==> config.mk <==
export PLATFORM = sky130hd
export DESIGN_NAME = fp_round_bounce_control
export DESIGN_NICKNAME = d
export VERILOG_FILES = /design/src/fp_rbc_pkg.sv /design/src/fp_round_bounce_control.sv /design/src/fp_round_unit.sv /design/src/vec_reg_stepper.sv
export VERILOG_INCLUDE_DIRS = /design/src
export SDC_FILE = /design/constraint.sdc
export NUM_CORES = 1
export LEC_CHECK = 0
export BUFFER_PORTS_ARGS = -buffer_cell sky130_fd_sc_hd__buf_2
export CAP_MARGIN = 30
export CORE_MARGIN = 3
export CORE_UTILIZATION = 50
export DETAILED_ROUTE_END_ITERATION = 8
export PLACE_DENSITY = 0.91
export SKIP_CTS_REPAIR_TIMING = 1
export SLEW_MARGIN = 20
export SYNTH_ARGS = -nofsm -noshare
export SYNTH_HDL_FRONTEND = slang
export SYNTH_SLANG_ARGS = --single-unit
export TNS_END_PERCENT = 5
==> constraint.sdc <==
create_clock -name clk -period 3.6 [get_ports clk]
set_input_delay 0.36 -clock clk [delete_from_list [all_inputs] [get_ports clk]]
set_output_delay 0.36 -clock clk [all_outputs]
set_load 0.05 [all_outputs]
==> src/fp_rbc_cfg.svh <==
// offsets, field positions and encodings of the rounding and bounce control
// ****************************************************************
// Notes on behaviour
// - four rounding modes applied when fitting results
// - nearest mode: ties go to even significand
// - toward zero mode truncates, never increments magnitude
// - stride bits 21:20, 00 is +1, 11 is +2
// - exceptional state bounces next instruction except exempt transfers
// - bounced instruction not processed, destination left untouched
// - enabled exception condition causes a user trap
// - unsupported operand values bounce to support code
// - exceptions from unsupported data trap when enabled
// - unused reserved bits read zero, software writes zero
// - unpredictable instructions never halt or hang
// - nonzero result below minimum normal is tiny
// - subnormals keep full precision of normal operands
// - potentially exceptional issue sets flag, captures instruction
// - flush mode turns subnormal inputs, results to +0
// ****************************************************************
`ifndef FP_RBC_CFG_SVH
`define FP_RBC_CFG_SVH

// word addresses on the register bus
`define OFS_STATUS_CTRL   3'h0
`define OFS_EXC_CTRL      3'h1
`define OFS_EXC_INSTR     3'h2
`define OFS_SYS_ID        3'h3
`define OFS_IRQ_STATUS    3'h4
`define OFS_IRQ_MASK      3'h5
`define OFS_LAST_RESULT   3'h6

// status/control fields
`define SC_FLAG_LSB       0
`define SC_FLAG_MSB       4
`define SC_IXC_BIT        4
`define SC_EN_LSB         8
`define SC_EN_MSB         12
`define SC_STRIDE_LSB     20
`define SC_STRIDE_MSB     21
`define SC_RMODE_LSB      22
`define SC_RMODE_MSB      23
`define SC_FTZ_BIT        24
`define SC_WMASK          32'h01F01F1F
`define SC_RESET          32'h00000000

// exception control and captured instruction
`define EXC_EX_BIT        31
`define INSTR_DEST_LSB    12
`define INSTR_DEST_MSB    15

// encodings
`define RM_NEAREST        2'h0
`define RM_PLUS_INF       2'h1
`define RM_MINUS_INF      2'h2
`define RM_ZERO           2'h3
`define STRIDE_TWO        2'h3
`define SYSSEL_EXC        2'h1
`define SYSSEL_INSTR      2'h2
`define SYSSEL_ID         2'h3

// interrupt status bits
`define IRQ_BOUNCE_BIT    0
`define IRQ_TRAP_BIT      1
`define IRQ_UNSUP_BIT     2
`define IRQ_W             3

`endif

==> src/fp_rbc_pkg.sv <==
// types shared by the rounding and bounce control block
`default_nettype none
package fp_rbc_pkg;

  // exceptional state of the unit
  typedef enum logic {
    ST_NORMAL,
    ST_EXCEPTIONAL
  } ex_state_t;

  // one instruction offered by the host core
  typedef struct packed {
    logic [31:0] instr;
    logic        pot_exc;
    logic        unsup;
    logic        sysreg;
    logic [1:0]  sysreg_sel;
    logic [2:0]  vec_iter;
  } iss_req_t;

  // exact value to be fitted to single precision
  typedef struct packed {
    logic        sign;
    logic [7:0]  exp;
    logic [23:0] sig;
    logic [2:0]  grs;
  } rnd_req_t;

endpackage
`default_nettype wire

==> src/fp_round_bounce_control.sv <==
// rounding, vector stepping and exceptional-state bounce control
`include "fp_rbc_cfg.svh"
`default_nettype none
module fp_round_bounce_control
  import fp_rbc_pkg::*;
#(
  // arbitrary identification value
  parameter logic [31:0] SYS_ID_VALUE = 32'h00005A01
) (
  input  wire logic        clk,
  input  wire logic        rst_b,
  // register bus
  input  wire logic [2:0]  avs_address,
  input  wire logic        avs_read,
  input  wire logic        avs_write,
  input  wire logic [31:0] avs_writedata,
  output logic      [31:0] avs_readdata,
  output logic             avs_waitrequest,
  // instruction issue from the host core
  input  wire logic        iss_valid,
  input  wire iss_req_t    iss_req,
  output logic             iss_accept,
  output logic             iss_bounce,
  output logic             dp_issue,
  output logic      [31:0] dp_instr,
  // operand flush path
  input  wire logic [31:0] opnd_a_in,
  input  wire logic [31:0] opnd_b_in,
  output logic      [31:0] opnd_a_out,
  output logic      [31:0] opnd_b_out,
  // rounding path
  input  wire logic        rnd_valid,
  input  wire rnd_req_t    rnd_req,
  output logic             rnd_done,
  output logic      [31:0] rnd_result,
  output logic             rnd_tiny,
  output logic             rnd_inexact,
  // exception reports from the datapath
  input  wire logic        exc_valid,
  input  wire logic [4:0]  exc_flags,
  input  wire logic        exc_unsup,
  // event outputs
  output logic             trap,
  output logic             irq
);

  // ****************************************************************
  // helpers
  // ****************************************************************

  // single precision value in the subnormal range
  function automatic logic is_subnormal(input logic [31:0] v);
    is_subnormal = (v[30:23] == 8'h00) && (v[22:0] != 23'h000000);
  endfunction

  // ****************************************************************
  // registers
  // ****************************************************************

  logic [31:0]        sc_r;
  logic [31:0]        sc_nxt;
  ex_state_t          state_r;
  ex_state_t          state_nxt;
  logic [31:0]        inst_r;
  logic [31:0]        inst_nxt;
  logic [`IRQ_W-1:0]  irq_st_r;
  logic [`IRQ_W-1:0]  irq_st_nxt;
  logic [`IRQ_W-1:0]  irq_mask_r;
  logic [31:0]        last_res_r;
  logic               ack_r;
  logic [31:0]        rdata_r;
  logic               accept_r;
  logic               bounce_r;
  logic               dp_issue_r;
  logic [31:0]        dp_instr_r;
  logic [31:0]        opnd_a_r;
  logic [31:0]        opnd_b_r;
  logic               rnd_done_r;
  logic [31:0]        rnd_res_r;
  logic               rnd_tiny_r;
  logic               rnd_inx_r;
  logic               trap_r;

  // ****************************************************************
  // register bus slave
  // ****************************************************************

  // every access waits exactly one cycle, then completes
  wire bus_req = avs_read | avs_write;
  assign avs_waitrequest = bus_req & ~ack_r;

  // write strobes, active on the completing edge only
  wire wr_go    = avs_write & ack_r;
  wire wr_sc    = wr_go & (avs_address == `OFS_STATUS_CTRL);
  wire wr_exc   = wr_go & (avs_address == `OFS_EXC_CTRL);
  wire wr_inst  = wr_go & (avs_address == `OFS_EXC_INSTR);
  wire wr_irqst = wr_go & (avs_address == `OFS_IRQ_STATUS);
  wire wr_mask  = wr_go & (avs_address == `OFS_IRQ_MASK);

  // ****************************************************************
  // status/control fields
  // ****************************************************************

  wire [1:0] rmode  = sc_r[`SC_RMODE_MSB:`SC_RMODE_LSB];
  wire [1:0] stride = sc_r[`SC_STRIDE_MSB:`SC_STRIDE_LSB];
  wire       ftz    = sc_r[`SC_FTZ_BIT];
  wire [4:0] exc_en = sc_r[`SC_EN_MSB:`SC_EN_LSB];

  // ****************************************************************
  // issue decode
  // ****************************************************************

  // transfers that reach the exception registers are never bounced
  wire sel_exempt = (iss_req.sysreg_sel == `SYSSEL_EXC) ||
                    (iss_req.sysreg_sel == `SYSSEL_INSTR) ||
                    (iss_req.sysreg_sel == `SYSSEL_ID);
  wire exempt     = iss_req.sysreg & sel_exempt;
  wire in_exc     = (state_r == ST_EXCEPTIONAL);

  wire trig_bounce  = iss_valid & in_exc & ~exempt;
  wire unsup_bounce = iss_valid & iss_req.unsup & ~iss_req.sysreg &
                      ~trig_bounce;
  wire bounce_now   = trig_bounce | unsup_bounce;

  // every offer is answered next cycle, whatever its encoding
  // never hang
  wire accept_now = iss_valid & ~bounce_now;
  wire enter_exc  = accept_now & iss_req.pot_exc & ~iss_req.sysreg;

  // ****************************************************************
  // vector iteration pointer
  // ****************************************************************

  logic [3:0] iter_dest;

  // faulting iteration's destination goes into the capture
  vec_reg_stepper u_step (
    .base_reg (iss_req.instr[`INSTR_DEST_MSB:`INSTR_DEST_LSB]),
    .stride   (stride),
    .iter     (iss_req.vec_iter),
    .iter_reg (iter_dest)
  );

  // ****************************************************************
  // exceptional state machine
  // ****************************************************************

  // leaving the state is software's job, by clearing the flag
  always_comb begin
    state_nxt = state_r;
    case (state_r)
      ST_NORMAL: begin
        if (enter_exc || (wr_exc && avs_writedata[`EXC_EX_BIT]))
          state_nxt = ST_EXCEPTIONAL;
      end
      ST_EXCEPTIONAL: begin
        if (wr_exc && !avs_writedata[`EXC_EX_BIT] && !enter_exc)
          state_nxt = ST_NORMAL;
      end
      default: state_nxt = ST_NORMAL;
    endcase
  end

  // capture beats a software write in the same cycle
  always_comb begin
    inst_nxt = inst_r;
    if (wr_inst)
      inst_nxt = avs_writedata;
    if (enter_exc) begin
      inst_nxt = iss_req.instr;
      inst_nxt[`INSTR_DEST_MSB:`INSTR_DEST_LSB] = iter_dest;
    end
  end

  // ****************************************************************
  // rounding path
  // ****************************************************************

  logic [24:0] sig_rnd;
  logic        inx;

  fp_round_unit u_round (
    .sign    (rnd_req.sign),
    .sig     (rnd_req.sig),
    .grs     (rnd_req.grs),
    .rmode   (rmode),
    .sig_out (sig_rnd),
    .inexact (inx)
  );

  wire tiny = (rnd_req.exp == 8'h00) && ((rnd_req.sig != 24'h000000) ||
              (rnd_req.grs != 3'h0));

  // renormalise after a carry out of the significand
  wire [7:0] exp_inc = rnd_req.exp + 8'h01;
  logic [31:0] packed_res;
  always_comb begin
    if (sig_rnd[24])
      packed_res = {rnd_req.sign, exp_inc, sig_rnd[23:1]};
    else if ((rnd_req.exp == 8'h00) && sig_rnd[23])
      packed_res = {rnd_req.sign, 8'h01, sig_rnd[22:0]};
    else
      packed_res = {rnd_req.sign, rnd_req.exp, sig_rnd[22:0]};
  end

  // flushed results carry positive sign, no rounding applied
  // flush result
  wire         flush_res = ftz & tiny;
  wire [31:0]  final_res = flush_res ? 32'h00000000 : packed_res;
  wire         final_inx = ~flush_res & inx;

  // ****************************************************************
  // exception flags and traps
  // ****************************************************************

  // datapath reports arrive whether or not support code helped
  wire [4:0] rnd_flag = (rnd_valid && final_inx) ? 5'h10 : 5'h00;
  wire [4:0] dp_flag  = exc_valid ? exc_flags : 5'h00;
  wire [4:0] new_flag = rnd_flag | dp_flag;

  wire trap_hit = |(new_flag & exc_en);
  wire unsup_trap = exc_valid & exc_unsup & (|(exc_flags & exc_en));

  // sticky flags: a new flag wins over the write in the same cycle
  always_comb begin
    sc_nxt = sc_r;
    if (wr_sc)
      sc_nxt = avs_writedata & `SC_WMASK;
    sc_nxt[`SC_FLAG_MSB:`SC_FLAG_LSB] =
      sc_nxt[`SC_FLAG_MSB:`SC_FLAG_LSB] | new_flag;
  end

  // ****************************************************************
  // interrupt status
  // ****************************************************************

  logic [`IRQ_W-1:0] irq_set;
  logic [`IRQ_W-1:0] irq_clr;
  always_comb begin
    irq_set = '0;
    irq_set[`IRQ_BOUNCE_BIT] = trig_bounce;
    irq_set[`IRQ_TRAP_BIT]   = trap_hit | unsup_trap;
    irq_set[`IRQ_UNSUP_BIT]  = unsup_bounce;
    irq_clr = wr_irqst ? avs_writedata[`IRQ_W-1:0] : '0;
    irq_st_nxt = (irq_st_r & ~irq_clr) | irq_set;
  end

  assign irq = |(irq_st_r & irq_mask_r);

  // ****************************************************************
  // read mux
  // ****************************************************************

  // unmapped words read zero, writes to them are dropped
  logic [31:0] rd_mux;
  always_comb begin
    case (avs_address)
      `OFS_STATUS_CTRL: rd_mux = sc_r;
      `OFS_EXC_CTRL:    rd_mux = {in_exc, 31'h00000000};
      `OFS_EXC_INSTR:   rd_mux = inst_r;
      `OFS_SYS_ID:      rd_mux = SYS_ID_VALUE;
      `OFS_IRQ_STATUS:  rd_mux = {29'h00000000, irq_st_r};
      `OFS_IRQ_MASK:    rd_mux = {29'h00000000, irq_mask_r};
      `OFS_LAST_RESULT: rd_mux = last_res_r;
      default:          rd_mux = 32'h00000000;
    endcase
  end

  // ****************************************************************
  // flip-flops
  // ****************************************************************

  // bus handshake and read data
  always_ff @(posedge clk or negedge rst_b) begin
    if (!rst_b) begin
      ack_r   <= 1'b0;
      rdata_r <= 32'h00000000;
    end else begin
      ack_r <= bus_req & ~ack_r;
      if (avs_read && !ack_r)
        rdata_r <= rd_mux;
    end
  end

  // software visible state
  always_ff @(posedge clk or negedge rst_b) begin
    if (!rst_b) begin
      sc_r       <= `SC_RESET;
      state_r    <= ST_NORMAL;
      inst_r     <= 32'h00000000;
      irq_st_r   <= '0;
      irq_mask_r <= '0;
    end else begin
      sc_r     <= sc_nxt;
      state_r  <= state_nxt;
      inst_r   <= inst_nxt;
      irq_st_r <= irq_st_nxt;
      if (wr_mask)
        irq_mask_r <= avs_writedata[`IRQ_W-1:0];
    end
  end

  // issue answers; a bounced instruction never reaches the datapath
  always_ff @(posedge clk or negedge rst_b) begin
    if (!rst_b) begin
      accept_r   <= 1'b0;
      bounce_r   <= 1'b0;
      dp_issue_r <= 1'b0;
      dp_instr_r <= 32'h00000000;
    end else begin
      accept_r   <= accept_now;
      bounce_r   <= bounce_now;
      dp_issue_r <= accept_now & ~iss_req.sysreg;
      if (accept_now && !iss_req.sysreg)
        dp_instr_r <= iss_req.instr;
    end
  end

  // operand flush, one cycle of latency either way
  always_ff @(posedge clk or negedge rst_b) begin
    if (!rst_b) begin
      opnd_a_r <= 32'h00000000;
      opnd_b_r <= 32'h00000000;
    end else begin
      opnd_a_r <= (ftz && is_subnormal(opnd_a_in)) ? 32'h00000000
                                                   : opnd_a_in;
      opnd_b_r <= (ftz && is_subnormal(opnd_b_in)) ? 32'h00000000
                                                   : opnd_b_in;
    end
  end

  // rounded result and trap pulse
  always_ff @(posedge clk or negedge rst_b) begin
    if (!rst_b) begin
      rnd_done_r <= 1'b0;
      rnd_res_r  <= 32'h00000000;
      rnd_tiny_r <= 1'b0;
      rnd_inx_r  <= 1'b0;
      last_res_r <= 32'h00000000;
      trap_r     <= 1'b0;
    end else begin
      rnd_done_r <= rnd_valid;
      trap_r     <= trap_hit | unsup_trap;
      if (rnd_valid) begin
        rnd_res_r  <= final_res;
        rnd_tiny_r <= tiny;
        rnd_inx_r  <= final_inx;
        last_res_r <= final_res;
      end
    end
  end

  // ****************************************************************
  // outputs
  // ****************************************************************

  assign avs_readdata = rdata_r;
  assign iss_accept   = accept_r;
  assign iss_bounce   = bounce_r;
  assign dp_issue     = dp_issue_r;
  assign dp_instr     = dp_instr_r;
  assign opnd_a_out   = opnd_a_r;
  assign opnd_b_out   = opnd_b_r;
  assign rnd_done     = rnd_done_r;
  assign rnd_result   = rnd_res_r;
  assign rnd_tiny     = rnd_tiny_r;
  assign rnd_inexact  = rnd_inx_r;
  assign trap         = trap_r;

endmodule
`default_nettype wire

==> src/fp_round_unit.sv <==
// significand rounding for the four rounding modes
`include "fp_rbc_cfg.svh"
`default_nettype none
module fp_round_unit (
  input  wire logic        sign,
  input  wire logic [23:0] sig,
  input  wire logic [2:0]  grs,
  input  wire logic [1:0]  rmode,
  output logic      [24:0] sig_out,
  output logic             inexact
);
  wire lost = |grs;
  logic inc;

  // increment decision per mode
  // mode select
  always_comb begin
    case (rmode)
      `RM_NEAREST:   inc = grs[2] & (grs[1] | grs[0] | sig[0]);
      `RM_PLUS_INF:  inc = ~sign & lost;
      `RM_MINUS_INF: inc = sign & lost;
      `RM_ZERO:      inc = 1'b0;
      default:       inc = 1'b0;
    endcase
  end

  // subnormals use the same width, no early truncation
  // full precision
  assign sig_out = {1'b0, sig} + {24'h000000, inc};
  assign inexact = lost;
endmodule
`default_nettype wire

==> src/vec_reg_stepper.sv <==
// register number of one short vector iteration
`include "fp_rbc_cfg.svh"
`default_nettype none
module vec_reg_stepper (
  input  wire logic [3:0] base_reg,
  input  wire logic [1:0] stride,
  input  wire logic [2:0] iter,
  output logic      [3:0] iter_reg
);
  // other stride codes step by one so nothing ever stalls
  // stride step
  wire [3:0] step = (stride == `STRIDE_TWO) ? 4'h2 : 4'h1;

  // wraps inside the register bank
  assign iter_reg = base_reg + 4'(iter) * step;
endmodule
`default_nettype wire
==> PnR_summary.wiki, run 1 <==
{| class="wikitable"
! Metric !! Value
|-
| Run status || complete, no violations
|-
| Share of final-layout standard cells stronger than drive strength 1 || 37.9%
|-
| Post-synth EDFFs || 0
|-
| Slew margin rel. || between 30% and 40%
|-
| Netlist cell types || 65
|-
| Master cell of the clock root buffer || sky130_fd_sc_hd__clkbuf_16
|-
| Peak fanout along the critical path || 11
|-
| Worst Setup Slack post-DPL || 0.331 ns
|-
| Crit-path cells || inv_1 > ha_1 > xor2_1 > o22ai_1 > a21o_1 > ha_1 > ha_1 > nand3_2 > or4_4 > o31ai_4 > o22ai_1
|-
| Slew @ Worst Pin || 0.917 ns
|-
| Synth Area per Inst || 11.4 µm²
|-
| CTS Buffer Depth || 3
|-
| Tightest Hold Check Type || input port to flop
|-
| Hold Vio Cnt, Final || 0
|-
| Startpoint Class || flop
|-
| Arrival time of the worst setup path || 3.65 ns
|-
| Clock network latency to the later pin of the worst-skew pair || slightly above 0.5 ns
|-
| Clock-pin slew of the registers on the worst-case setup and hold paths || ~0.060 ns
|-
| Chip Width || about 150 µm
|-
| DRT Pass-1 Iters || 5
|-
| Std cell rows || 51
|-
| Drc violations || 0
|-
| Buffers plus inverters on the worst setup path || 1
|-
| Maximum number of pins on one net before global-route repair || 122
|-
| Kind of critical path || flop to flop
|-
| Num CTS Buffers || 23
|-
| IO Count || 357
|-
| Post-synthesis share of cell area spent on full adders, half adders and majority gates || 1.52%
|-
| Global routing usage summed across all routing layers || 27.8%
|-
| Highest signal layer in the routed design || met4
|-
| Cell Count, Final, Fillers Out || 1514
|-
| Power per unit of standard cell area || 650 mW/mm²
|-
| Total Die Area || around 0.022 mm²
|-
| Dominant combinational cell family by area after synthesis || simple AND/OR/NAND/NOR gates
|-
| Post-synthesis share of cell area spent on xor and xnor gates || 2.36%
|-
| Wire length on met2 || 15900 µm
|-
| Crit-path leading delay family || compound AO/OA/AOI/OAI gates
|-
| Area growth syn-to-layout || 29.0%
|-
| Total length of routed met3 wires || 2790 µm
|-
| Sequential share of the synthesized area || 55.4%
|-
| Global route overflow || 0
|-
| I/O Buffers || 355
|-
| Vias in the first global route || 8713
|-
| TritonCTS clock tree || done
|-
| Final routed wirelength across all metal layers || 32100 µm
|-
| Final Wtd Congestion || 0.930
|-
| First-pass GRT wire length || 48000 µm
|-
| Post-route fraction of the period consumed by the critical path || 91.5%
|-
| Leakage power of the design || about 6.0 nW
|-
| Number of storage elements in the synthesis netlist || approximately 220
|-
| Metal1 wirelength || 12100 µm
|-
| Routed via count divided by cell count || between 5 and 6
|-
| Sum of negative setup slack || 0 ns
|-
| Share of cell area taken by muxes after synthesis || approximately an eighth
|-
| TritonCTS Sinks || approximately 220
|-
| Cell type with the highest occurrence count on the critical path || sky130_fd_sc_hd__ha_1
|-
| Count of nets after finishing || 1432
|-
| Post-synthesis simple-gate area fraction || 14.9%
|-
| DR vias || 8565
|-
| Vert. Die Dim || 148 µm
|-
| Ys Warns || 0
|-
| Worst setup EP type || flop
|-
| Max-Cap Viols || 0
|-
| First-iteration detailed-routing DRC count || 646
|-
| Cell with the biggest individual delay on the critical path || sky130_fd_sc_hd__or4_4
|-
| Remaining antenna violation count after routing || 0
|-
| Highest clock frequency the design can meet || 304 MHz
|-
| Initial Utilization || 51.2%
|-
| Final number of setup-violating endpoints || 0
|-
| Per-cell routed wire length || 21.2 µm
|-
| Antenna violations before repair || 2
|-
| Post-Syn Area || 0.0100 mm²
|-
| CTS H-tree depth || 1
|-
| Crit path setup slack, layout || about 0.31 ns
|-
| RSZ-0062 raised after global routing || no
|-
| Synthesized netlist net count || 1081
|-
| Min cycle time layout || between 3 and 4 ns
|-
| DP Wirelength || 23500 µm
|-
| Peak VDD IR || 0.000567 V
|-
| Fin. max-slew vios || 0
|-
| CORE AREA || 0.0196 mm²
|-
| Worst Clk Skew || 0.0170 ns
|-
| Instance count after placement with tap cells included || between 1000 and 1500
|-
| Required time at the worst-slack endpoint || 3.96 ns
|-
| Number of instances in the synthesized netlist || between 800 and 900
|-
| Post-synthesis async set-or-reset flop share || 100%
|-
| Delay of the slowest cell on the worst path || 0.65 ns
|-
| Post-synthesis compound-gate area fraction || 10.3%
|-
| Dominant register cell in the synthesized netlist || sky130_fd_sc_hd__dfrtp_1
|}
placed cells by master (no fill, tap or decap), types with 9 or more instances in the layout:
cell type,count
sky130_fd_sc_hd__nor4_1,24
sky130_fd_sc_hd__inv_1,16
sky130_fd_sc_hd__dfrtp_1,222
sky130_fd_sc_hd__nor3_1,13
sky130_fd_sc_hd__nand2b_1,9
sky130_fd_sc_hd__o21ai_0,69
sky130_fd_sc_hd__o2bb2ai_1,25
sky130_fd_sc_hd__nand3_1,18
sky130_fd_sc_hd__nor2_1,25
sky130_fd_sc_hd__a22o_1,14
sky130_fd_sc_hd__mux2i_1,63
sky130_fd_sc_hd__buf_2,354
sky130_fd_sc_hd__ha_1,9
sky130_fd_sc_hd__clkbuf_16,23
sky130_fd_sc_hd__and2_1,51
sky130_fd_sc_hd__mux2_2,50
sky130_fd_sc_hd__xor2_1,13
sky130_fd_sc_hd__dlygate4sd3_1,16
sky130_fd_sc_hd__buf_4,12
sky130_fd_sc_hd__nand2_1,96
sky130_fd_sc_hd__xnor2_1,14
sky130_fd_sc_hd__nand4_1,12
report_power, final:
group	internal (W)	leakage [nW]	switching [W]
clock	0.00137	0.369	0.000963
sequential	0.00301	2.66	0.000395
combinational	0.000781	2.98	0.00188
metal layers:
metal	up-vias	track usage (%)
li1	3846	-
met1	4190	35.1
met2	445	47.0
met3	84	5.82
met4	0	11.6
met5	-	0
worst reg2reg max path, cell delays in order (launching register included):
cell and delay [ns]:
sky130_fd_sc_hd__dfrtp_1 0.37, sky130_fd_sc_hd__inv_1 0.08, sky130_fd_sc_hd__ha_1 0.21, sky130_fd_sc_hd__xor2_1 0.17, sky130_fd_sc_hd__o22ai_1 0.15, sky130_fd_sc_hd__a21o_1 0.13
sky130_fd_sc_hd__ha_1 0.22, sky130_fd_sc_hd__ha_1 0.24, sky130_fd_sc_hd__nand3_2 0.18, sky130_fd_sc_hd__or4_4 0.65, sky130_fd_sc_hd__o31ai_4 0.56, sky130_fd_sc_hd__o22ai_1 0.19
state kept, by name, indices dropped and copies added, names as in the netlist:
register and count:
dp_issue 1, irq_mask_r 3, trap 1, irq_st_r 3, iss_bounce 1, rnd_tiny 1
sc_r 15, iss_accept 1, dp_instr 32, in_exc 1, inst_r 32, rnd_inexact 1
opnd_b_out 32, avs_readdata 32, rnd_done 1, ack_r 1, rnd_result 32, opnd_a_out 32
cells in the mapped netlist (2+ instances only):
master	count	area, µm²
sky130_fd_sc_hd__buf_1	3	11.3
sky130_fd_sc_hd__xnor2_1	14	123
sky130_fd_sc_hd__a21oi_1	4	20.0
sky130_fd_sc_hd__clkbuf_1	45	169
sky130_fd_sc_hd__a31oi_1	3	18.8
sky130_fd_sc_hd__a2bb2oi_1	2	17.5
sky130_fd_sc_hd__mux2i_1	63	631
sky130_fd_sc_hd__nand3b_1	3	22.5
sky130_fd_sc_hd__inv_1	16	60.1
sky130_fd_sc_hd__nand2b_1	9	56.3
sky130_fd_sc_hd__and4_1	3	26.3
sky130_fd_sc_hd__and2_1	52	325
sky130_fd_sc_hd__nand3_2	2	20.0
sky130_fd_sc_hd__and3_1	6	37.5
sky130_fd_sc_hd__a222oi_1	3	30.0
sky130_fd_sc_hd__nor3_1	13	65.1
sky130_fd_sc_hd__a21o_1	2	15.0
sky130_fd_sc_hd__xor2_1	13	114
sky130_fd_sc_hd__nand4_1	12	75.1
sky130_fd_sc_hd__o2bb2ai_1	25	219
sky130_fd_sc_hd__o21ai_0	69	345
sky130_fd_sc_hd__o22a_1	3	26.3
sky130_fd_sc_hd__a22oi_1	5	37.5
sky130_fd_sc_hd__nand3_1	18	90.1
sky130_fd_sc_hd__ha_1	9	113
sky130_fd_sc_hd__or3_1	2	12.5
sky130_fd_sc_hd__o22ai_1	2	12.5
sky130_fd_sc_hd__a211oi_1	2	15.0
sky130_fd_sc_hd__mux2_2	50	563
sky130_fd_sc_hd__nor4_1	24	150
sky130_fd_sc_hd__fa_1	2	40.0
sky130_fd_sc_hd__nor2_1	26	97.6
sky130_fd_sc_hd__nand2_1	96	360
sky130_fd_sc_hd__nor3b_1	2	15.0
sky130_fd_sc_hd__a22o_1	14	123
sky130_fd_sc_hd__nor2b_1	4	25.0
sky130_fd_sc_hd__nor3_2	4	40.0
sky130_fd_sc_hd__dfrtp_1	222	5560
sky130_fd_sc_hd__o31a_1	2	17.5
sky130_fd_sc_hd__buf_2	7	35.0
sky130_fd_sc_hd__buf_6	2	22.5
metrics by stage:
stage	power [W]	hold slack [ns]	util [%]	cell area, µm²
floorplan	0.00517	0.0644	-	10000
global placement	0.00597	0.458	61.3	12000
detailed placement	0.00606	0.464	61.3	12000
CTS	0.00840	-0.0525	65.0	12700
global route	0.00874	0.00461	66.0	12900
finish	0.00840	0.0161	66.0	12900
worst paths after layout:
| check | startpoint | end | slack, ns | depth (start not counted) |
|---|---|---|---|---|
| worst min-delay path | opnd_a_in[27] | opnd_a_out[27] | 0.02 | 1 |
| worst max register to register | sc_r[22] | rnd_result[14] | 0.31 | 11 |
| worst min register to register | avs_readdata[17] | avs_readdata[17] | 0.47 | 2 |
| worst max-delay path | sc_r[22] | rnd_result[14] | 0.31 | 11 |
| min in group asynchronous | rst_b | opnd_b_out[15] | 0.51 | 2 |
| max in group asynchronous | rst_b | avs_readdata[12] | 2.16 | 3 |
kinds of logic (layout without fill, tap and decap cells):
kind of cell | count (synthesis) | count (layout)
AO/OA/AOI/OAI | 150 | 150
XOR/XNOR | 27 | 27
adder cells (fa/ha/maj) | 11 | 11
buffers and inverters | 76 | 441
flip-flops | 222 | 222
multiplexers | 115 | 115
other | 0 | 2
AND/OR/NAND/NOR | 281 | 281
area by class of cell:
type | count | area [µm²]
fillers | 1434 | 6670
flip-flops and latches | 222 | 5560
multi-input cells | 584 | 4160
repair buffers | 385 | 2080
clock buffers | 29 | 628
well taps | 265 | 332
clock inverters | 10 | 104
inverters | 17 | 63.8
diodes | 2 | 5.00
(Power assumes the default switching activity.)
==> run 2: changes to the inputs <==
--- a/config.mk
+++ b/config.mk
@@ -6,9 +6,10 @@
 export SDC_FILE = /design/constraint.sdc
 export NUM_CORES = 1
 export LEC_CHECK = 0
+export ABC_AREA = 0
 export BUFFER_PORTS_ARGS = -buffer_cell sky130_fd_sc_hd__buf_2
 export CAP_MARGIN = 30
-export CORE_MARGIN = 3
+export CORE_MARGIN = 1.5
 export CORE_UTILIZATION = 50
 export DETAILED_ROUTE_END_ITERATION = 8
 export PLACE_DENSITY = 0.91
==> run 2 against run 1 <==
Effect of this change:
- sequential power about the same
- critical path type unchanged
- via count is essentially flat
- sequential share of layout area fell by 0.18 points
- largest cell class unchanged
- largest power group unchanged
- highest routed layer unchanged
==> PnR_summary.wiki, run 2 (same netlist as run 1, synthesis figures left out) <==
{| class="wikitable"
! Metric !! Value
|-
| Fin. max-slew vios || 0
|-
| Share of final-layout standard cells stronger than drive strength 1 || a little under two fifths
|-
| IO Count || 357
|-
| Tightest Hold Check Type || input port to flop
|-
| Remaining antenna violation count after routing || 0
|-
| Vias in the first global route || 8533
|-
| Chip Width || 145 µm
|-
| Worst Hold Endpoint || opnd_b_out[23]
|-
| Initial Utilization || 51.2%
|-
| Antenna violations before repair || 3
|-
| I/O Buffers || 355
|-
| Leakage power of the design || 6.03 nW
|-
| Kind of critical path || flop to flop
|-
| Final Util || 66.2%
|-
| Peak fanout along the critical path || 11
|-
| DRT Pass-1 Iters || 5
|-
| WHS Path Cells || 1
|-
| Required time at the worst-slack endpoint || just under 4 ns
|-
| Filler instances || 1450
|-
| Highest clock frequency the design can meet || approximately 300 MHz
|-
| Post-route fraction of the period consumed by the critical path || 92.7%
|-
| CTS H-tree depth || 1
|-
| Instance count after placement with tap cells included || 1458
|-
| Cell Count, Final, Fillers Out || roughly 1500
|-
| Total Die Area || 0.0209 mm²
|-
| Final Wtd Congestion || between 0.9 and 1
|-
| Final number of setup-violating endpoints || 0
|-
| First-iteration detailed-routing DRC count || 575
|-
| Per-cell routed wire length || 20.8 µm
|-
| Total power after layout || 0.00850 W
|-
| Sum of negative setup slack || 0 ns
|-
| Slew @ Worst Pin || 0.790 ns
|-
| Startpoint Class || flop
|-
| Power per unit of standard cell area || ~660 mW/mm²
|-
| Count of nets after finishing || 1433
|-
| Most common library cell in the layout ignoring fill and taps || sky130_fd_sc_hd__buf_2
|-
| Drc violations || 0
|-
| Area growth syn-to-layout || 29.5%
|-
| Peak VDD IR || around 0.00052 V
|-
| Worst Clk Skew || 0.0111 ns
|-
| Slew margin rel. || 47.3%
|-
| DP Wirelength || roughly 23000 µm
|-
| Global routing usage summed across all routing layers || around 29%
|-
| RSZ-0062 raised after global routing || no
|-
| Maximum number of pins on one net before global-route repair || 104
|-
| First-pass GRT wire length || between 40000 and 50000 µm
|-
| Num CTS Buffers || 23
|-
| Global route overflow || 0
|-
| Worst Min Path Start || opnd_b_in[23]
|-
| Run status || complete, no violations
|-
| TritonCTS Sinks || about 220
|-
| Number of cells on the worst reg-to-reg path || 11
|-
| CTS Buffer Depth || 3
|-
| RR Startpoint || sc_r[22]
|-
| CORE AREA || 0.0196 mm²
|-
| Routed via count divided by cell count || 5.65
|-
| Worst reg-to-reg setup slack || around 0.26 ns
|-
| TritonCTS clock tree || done
|-
| Master cell of the clock root buffer || sky130_fd_sc_hd__clkbuf_16
|-
| Clock network latency to the later pin of the worst-skew pair || roughly 0.50 ns
|-
| Clock-pin slew of the registers on the worst-case setup and hold paths || about 0.060 ns
|-
| Hold Vio Cnt, Final || 0
|-
| Vert. Die Dim || 145 µm
|-
| Reg2Reg Capture Point || rnd_result[14]
|-
| Worst setup EP type || flop
|-
| Std cell rows || 51
|-
| Most used cells in the layout excluding fill and tap cells || sky130_fd_sc_hd__buf_2, sky130_fd_sc_hd__dfrtp_1, sky130_fd_sc_hd__nand2_1
|-
| DR vias || 8566
|-
| Arrival time of the worst setup path || approximately 3.7 ns
|-
| Final routed wirelength across all metal layers || 31500 µm
|-
| Max-Cap Viols || 0
|-
| Min cycle time layout || 3.34 ns
|}
-- run 2: changes by cell type in the layout (fill, tap and decap cells not counted) --
| cell | change |
|---|---|
| sky130_fd_sc_hd__buf_4 | +1 |
| sky130_fd_sc_hd__clkbuf_8 | +2 |
| sky130_fd_sc_hd__bufinv_16 | +1 |
| sky130_fd_sc_hd__buf_12 | -1 |
| sky130_fd_sc_hd__inv_6 | -1 |
| sky130_fd_sc_hd__buf_16 | +1 |
| sky130_fd_sc_hd__clkinv_2 | -3 |
| sky130_fd_sc_hd__clkbuf_1 | +1 |
| sky130_fd_sc_hd__diode_2 | +1 |
-- run 2: worst max-delay path by stage --
stage / startpoint / to / slack (ns)
after detailed placement: sc_r[22] / rnd_result[14] / 0.33
final: sc_r[22] / rnd_result[14] / 0.26
after global routing: sc_r[22] / rnd_result[14] / 0.06
after floorplan: sc_r[22] / rnd_result[0] / 0.71
after global placement: sc_r[23] / rnd_result[18] / 0.40
after CTS: sc_r[22] / rnd_result[14] / 0.27
-- run 2: cell type report --
class / instances / area [µm²] / area share, %
multi-input cells: 584 / 4160 / 32.0
clock buffers: 32 / 659 / 5.08
well taps: 265 / 332 / 2.55
clock inverters: 7 / 110 / 0.848
inverters: 17 / 63.8 / 0.492
repair buffers: 386 / 2090 / 16.1
diodes: 3 / 7.51 / 0.0578
flip-flops and latches: 222 / 5560 / 42.8
-- run 2: critical path: stages (launching register included) --
cell and delay, ns:
sky130_fd_sc_hd__dfrtp_1 0.37, sky130_fd_sc_hd__inv_1 0.08, sky130_fd_sc_hd__ha_1 0.21, sky130_fd_sc_hd__xor2_1 0.19, sky130_fd_sc_hd__o22ai_1 0.17, sky130_fd_sc_hd__a21o_1 0.13
sky130_fd_sc_hd__ha_1 0.21, sky130_fd_sc_hd__ha_1 0.24, sky130_fd_sc_hd__nand3_2 0.20, sky130_fd_sc_hd__or4_4 0.66, sky130_fd_sc_hd__o31ai_4 0.53, sky130_fd_sc_hd__o22ai_1 0.18
-- run 2: power by group --
group	total, W	internal (W)	switching, W
registers	0.00342	0.00301	0.000400
clock network	0.00243	0.00148	0.000948
logic	0.00265	0.000779	0.00188
-- run 2: layer usage --
layer / share of wire (%) / up-vias / track usage [%]
met2: 50 / 440 / 50.0
met1: 38 / 4229 / 36.7
met5: 0 / - / 0
li1: - / 3836 / -
met4: 2.6 / 0 / 10.3
met3: 8.7 / 61 / 5.79
-- run 2: stage by stage --
step,area (µm²),hold slack [ns],worst slack (ns)
after floorplan,10000,0.0644,0.710
after global placement,12000,0.454,0.402
after detailed placement,12000,0.465,0.328
after CTS,12800,-0.0614,0.275
after global routing,13000,0.0343,0.0638
final,13000,0.0564,0.263
==> run 3: changes to the inputs <==
--- a/config.mk
+++ b/config.mk
@@ -10,9 +10,9 @@
 export BUFFER_PORTS_ARGS = -buffer_cell sky130_fd_sc_hd__buf_2
 export CAP_MARGIN = 30
 export CORE_MARGIN = 1.5
-export CORE_UTILIZATION = 50
+export CORE_UTILIZATION = 45
 export DETAILED_ROUTE_END_ITERATION = 8
-export PLACE_DENSITY = 0.91
+export PLACE_DENSITY = 0.87
 export SKIP_CTS_REPAIR_TIMING = 1
 export SLEW_MARGIN = 20
 export SYNTH_ARGS = -nofsm -noshare
==> constraint.sdc (replaced) <==
create_clock -name clk -period 2.8 [get_ports clk]
set_input_delay 0.28 -clock clk [delete_from_list [all_inputs] [get_ports clk]]
set_output_delay 0.28 -clock clk [all_outputs]
set_load 0.05 [all_outputs]
==> run 3 against run 2 <==
Effect of this change:
- the run now ends with negative hold slack left
- sequential share of layout area fell by 1.6 points
- sequential power rose by 29%
- core utilization fell by 4.5 points
- worst hold slack got worse by 0.062 ns
- critical endpoint is now rnd_result[0]
- highest routed layer unchanged
==> PnR_summary.wiki, run 3 (same netlist as run 1, synthesis figures left out) <==
{| class="wikitable"
! Metric !! Value
|-
| Run status || complete, but fails checks
|-
| Violated checks || negative hold slack
|-
| Kind of critical path || flop to flop
|-
| Tightest Hold Check Type || input port to flop
|-
| Buffers plus inverters on the worst setup path || 1
|-
| Most used cells in the layout excluding fill and tap cells || sky130_fd_sc_hd__buf_2, sky130_fd_sc_hd__dfrtp_1, sky130_fd_sc_hd__nand2_1
|-
| Leakage power of the design || 6.23 nW
|-
| Final routed wirelength across all metal layers || 33300 µm
|-
| TritonCTS clock tree || done
|-
| Drc violations || 0
|-
| Cell with the biggest individual delay on the critical path || sky130_fd_sc_hd__or4_4
|-
| Vias in the first global route || 8663
|-
| Cell type with the highest occurrence count on the critical path || sky130_fd_sc_hd__ha_4
|-
| Vert. Die Dim || 152 µm
|-
| Worst setup EP type || flop
|-
| Final Util || approximately three fifths
|-
| CTS H-tree depth || 1
|-
| Count of nets after finishing || around 1500
|-
| Worst reg-to-reg setup slack || about 0.007 ns
|-
| Master cell of the clock root buffer || sky130_fd_sc_hd__clkbuf_16
|-
| Arrival time of the worst setup path || 3.18 ns
|-
| Hold Vio Cnt, Final || 4
|-
| IO Count || 357
|-
| RR Startpoint || sc_r[23]
|-
| Total Die Area || 0.0232 mm²
|-
| Critical path launch point || sc_r[23]
|-
| Remaining antenna violation count after routing || 0
|-
| Startpoint Class || flop
|-
| Maximum number of pins on one net before global-route repair || between 80 and 90
|-
| Global routing usage summed across all routing layers || 26.5%
|-
| Share of final-layout standard cells stronger than drive strength 1 || 38.1%
|-
| RSZ-0062 raised after global routing || yes
|-
| Peak VDD IR || 0.000928 V
|-
| Number of cells on the worst reg-to-reg path || 12
|-
| Final number of setup-violating endpoints || 0
|-
| Routed via count divided by cell count || 5.54
|-
| Fin. max-slew vios || 0
|-
| DR vias || 8719
|-
| Min cycle time layout || 2.79 ns
|-
| Delay of the slowest cell on the worst path || 0.50 ns
|-
| CTS Buffer Depth || 3
|-
| TritonCTS Sinks || 222
|-
| Per-cell routed wire length || 21.2 µm
|-
| Slew margin rel. || 41.4%
|-
| First-pass GRT wire length || a little under 50000 µm
|-
| Post-route fraction of the period consumed by the critical path || between 90% and 100%
|-
| Worst Clk Skew || 0.0253 ns
|-
| CORE AREA || 0.0218 mm²
|-
| DRT Pass-1 Iters || 5
|-
| Global route overflow || 0
|-
| Chip Width || 152 µm
|-
| Final Wtd Congestion || 0.934
|-
| Area growth syn-to-layout || 34.5%
|-
| Reg2Reg Capture Point || rnd_result[0]
|-
| WP depth || 12
|-
| Fin Hold WS || -0.00608 ns
|-
| Highest clock frequency the design can meet || 358 MHz
|-
| Required time at the worst-slack endpoint || roughly 3.2 ns
|-
| Antenna violations before repair || 2
|-
| Most common library cell in the layout ignoring fill and taps || sky130_fd_sc_hd__buf_2
|-
| Crit-path leading delay family || simple AND/OR/NAND/NOR gates
|-
| Clock network latency to the later pin of the worst-skew pair || around 0.52 ns
|-
| Peak fanout along the critical path || 4
|-
| DP Wirelength || 24200 µm
|-
| Num CTS Buffers || 24
|-
| Clock-pin slew of the registers on the worst-case setup and hold paths || around 0.060 ns
|-
| Endpoint of the worst setup timing path || rnd_result[0]
|-
| First-iteration detailed-routing DRC count || 521
|-
| Max-Cap Viols || 0
|-
| Crit-path cells || inv_1 > ha_1 > nand2_2 > o22ai_1 > a21o_1 > ha_4 > ha_4 > nand3_4 > or4_4 > nor2_4 > mux2_4 > a22o_1
|-
| I/O Buffers || between 300 and 400
|-
| Power per unit of standard cell area || 830 mW/mm²
|-
| Std cell rows || 54
|-
| Initial Utilization || 45.9%
|-
| Slew @ Worst Pin || 0.877 ns
|}
[run 3: how the worst min path moves through the flow]
stage,startpoint,endpoint,cells after the start
after CTS,rst_b,opnd_b_out[1],1
after detailed placement,rst_b,opnd_b_out[0],1
after floorplan,rst_b,ack_r,0
after global routing,opnd_a_in[22],opnd_a_out[22],2
after global placement,rst_b,opnd_b_out[9],1
final,iss_req[17],inst_r[9],3
[run 3: layer usage]
layer | GRT usage [%] | part of all wire [%] | up-vias
met5 | 0 | 0 | -
met4 | 7.17 | 3.0 | 0
met3 | 4.75 | 8.0 | 75
met2 | 46.8 | 50 | 468
met1 | 33.4 | 39 | 4267
li1 | - | - | 3909
[run 3: final cells by class]
class                           instances  area [µm²]
Multi-Input combinational cell        584        4200
Tap cell                              280         350
Fill cell                            1678        8350
Antenna cell                            2        5.00
Sequential cell                       222        5560
Clock inverter                         15         199
Inverter                               17        63.8
Clock buffer                           28         626
Timing Repair Buffer                  425        2480
[run 3: where the power goes]
| group | leakage [nW] | internal, W | total, W | switching [W] |
|---|---|---|---|---|
| Sequential | 2.66 | 0.00388 | 0.00440 | 0.000525 |
| Clock | 0.402 | 0.00198 | 0.00330 | 0.00132 |
| Combinational | 3.16 | 0.00106 | 0.00349 | 0.00243 |
| Total | 6.23 | 0.00692 | 0.0112 | 0.00427 |
[run 3: per-stage QoR]
stage	setup WS, ns	TNS [ns]	power (W)	instances	area (µm²)
after floorplan	0.0568	0	0.00666	882	10100
after global placement	0.0663	0	0.00770	1482	12200
after detailed placement	-0.000458	-0.000458	0.00781	1482	12200
after CTS	-0.0329	-0.0845	0.0111	1525	13000
after global routing	-0.0798	-0.641	0.0116	1573	13500
final	0.00713	0	0.0112	1573	13500
[run 3: tightest hold or removal path, stage by stage]
cell	delay, ns
sky130_fd_sc_hd__buf_2	0.09
sky130_fd_sc_hd__nand2_1	0.05
sky130_fd_sc_hd__o21ai_0	0.06
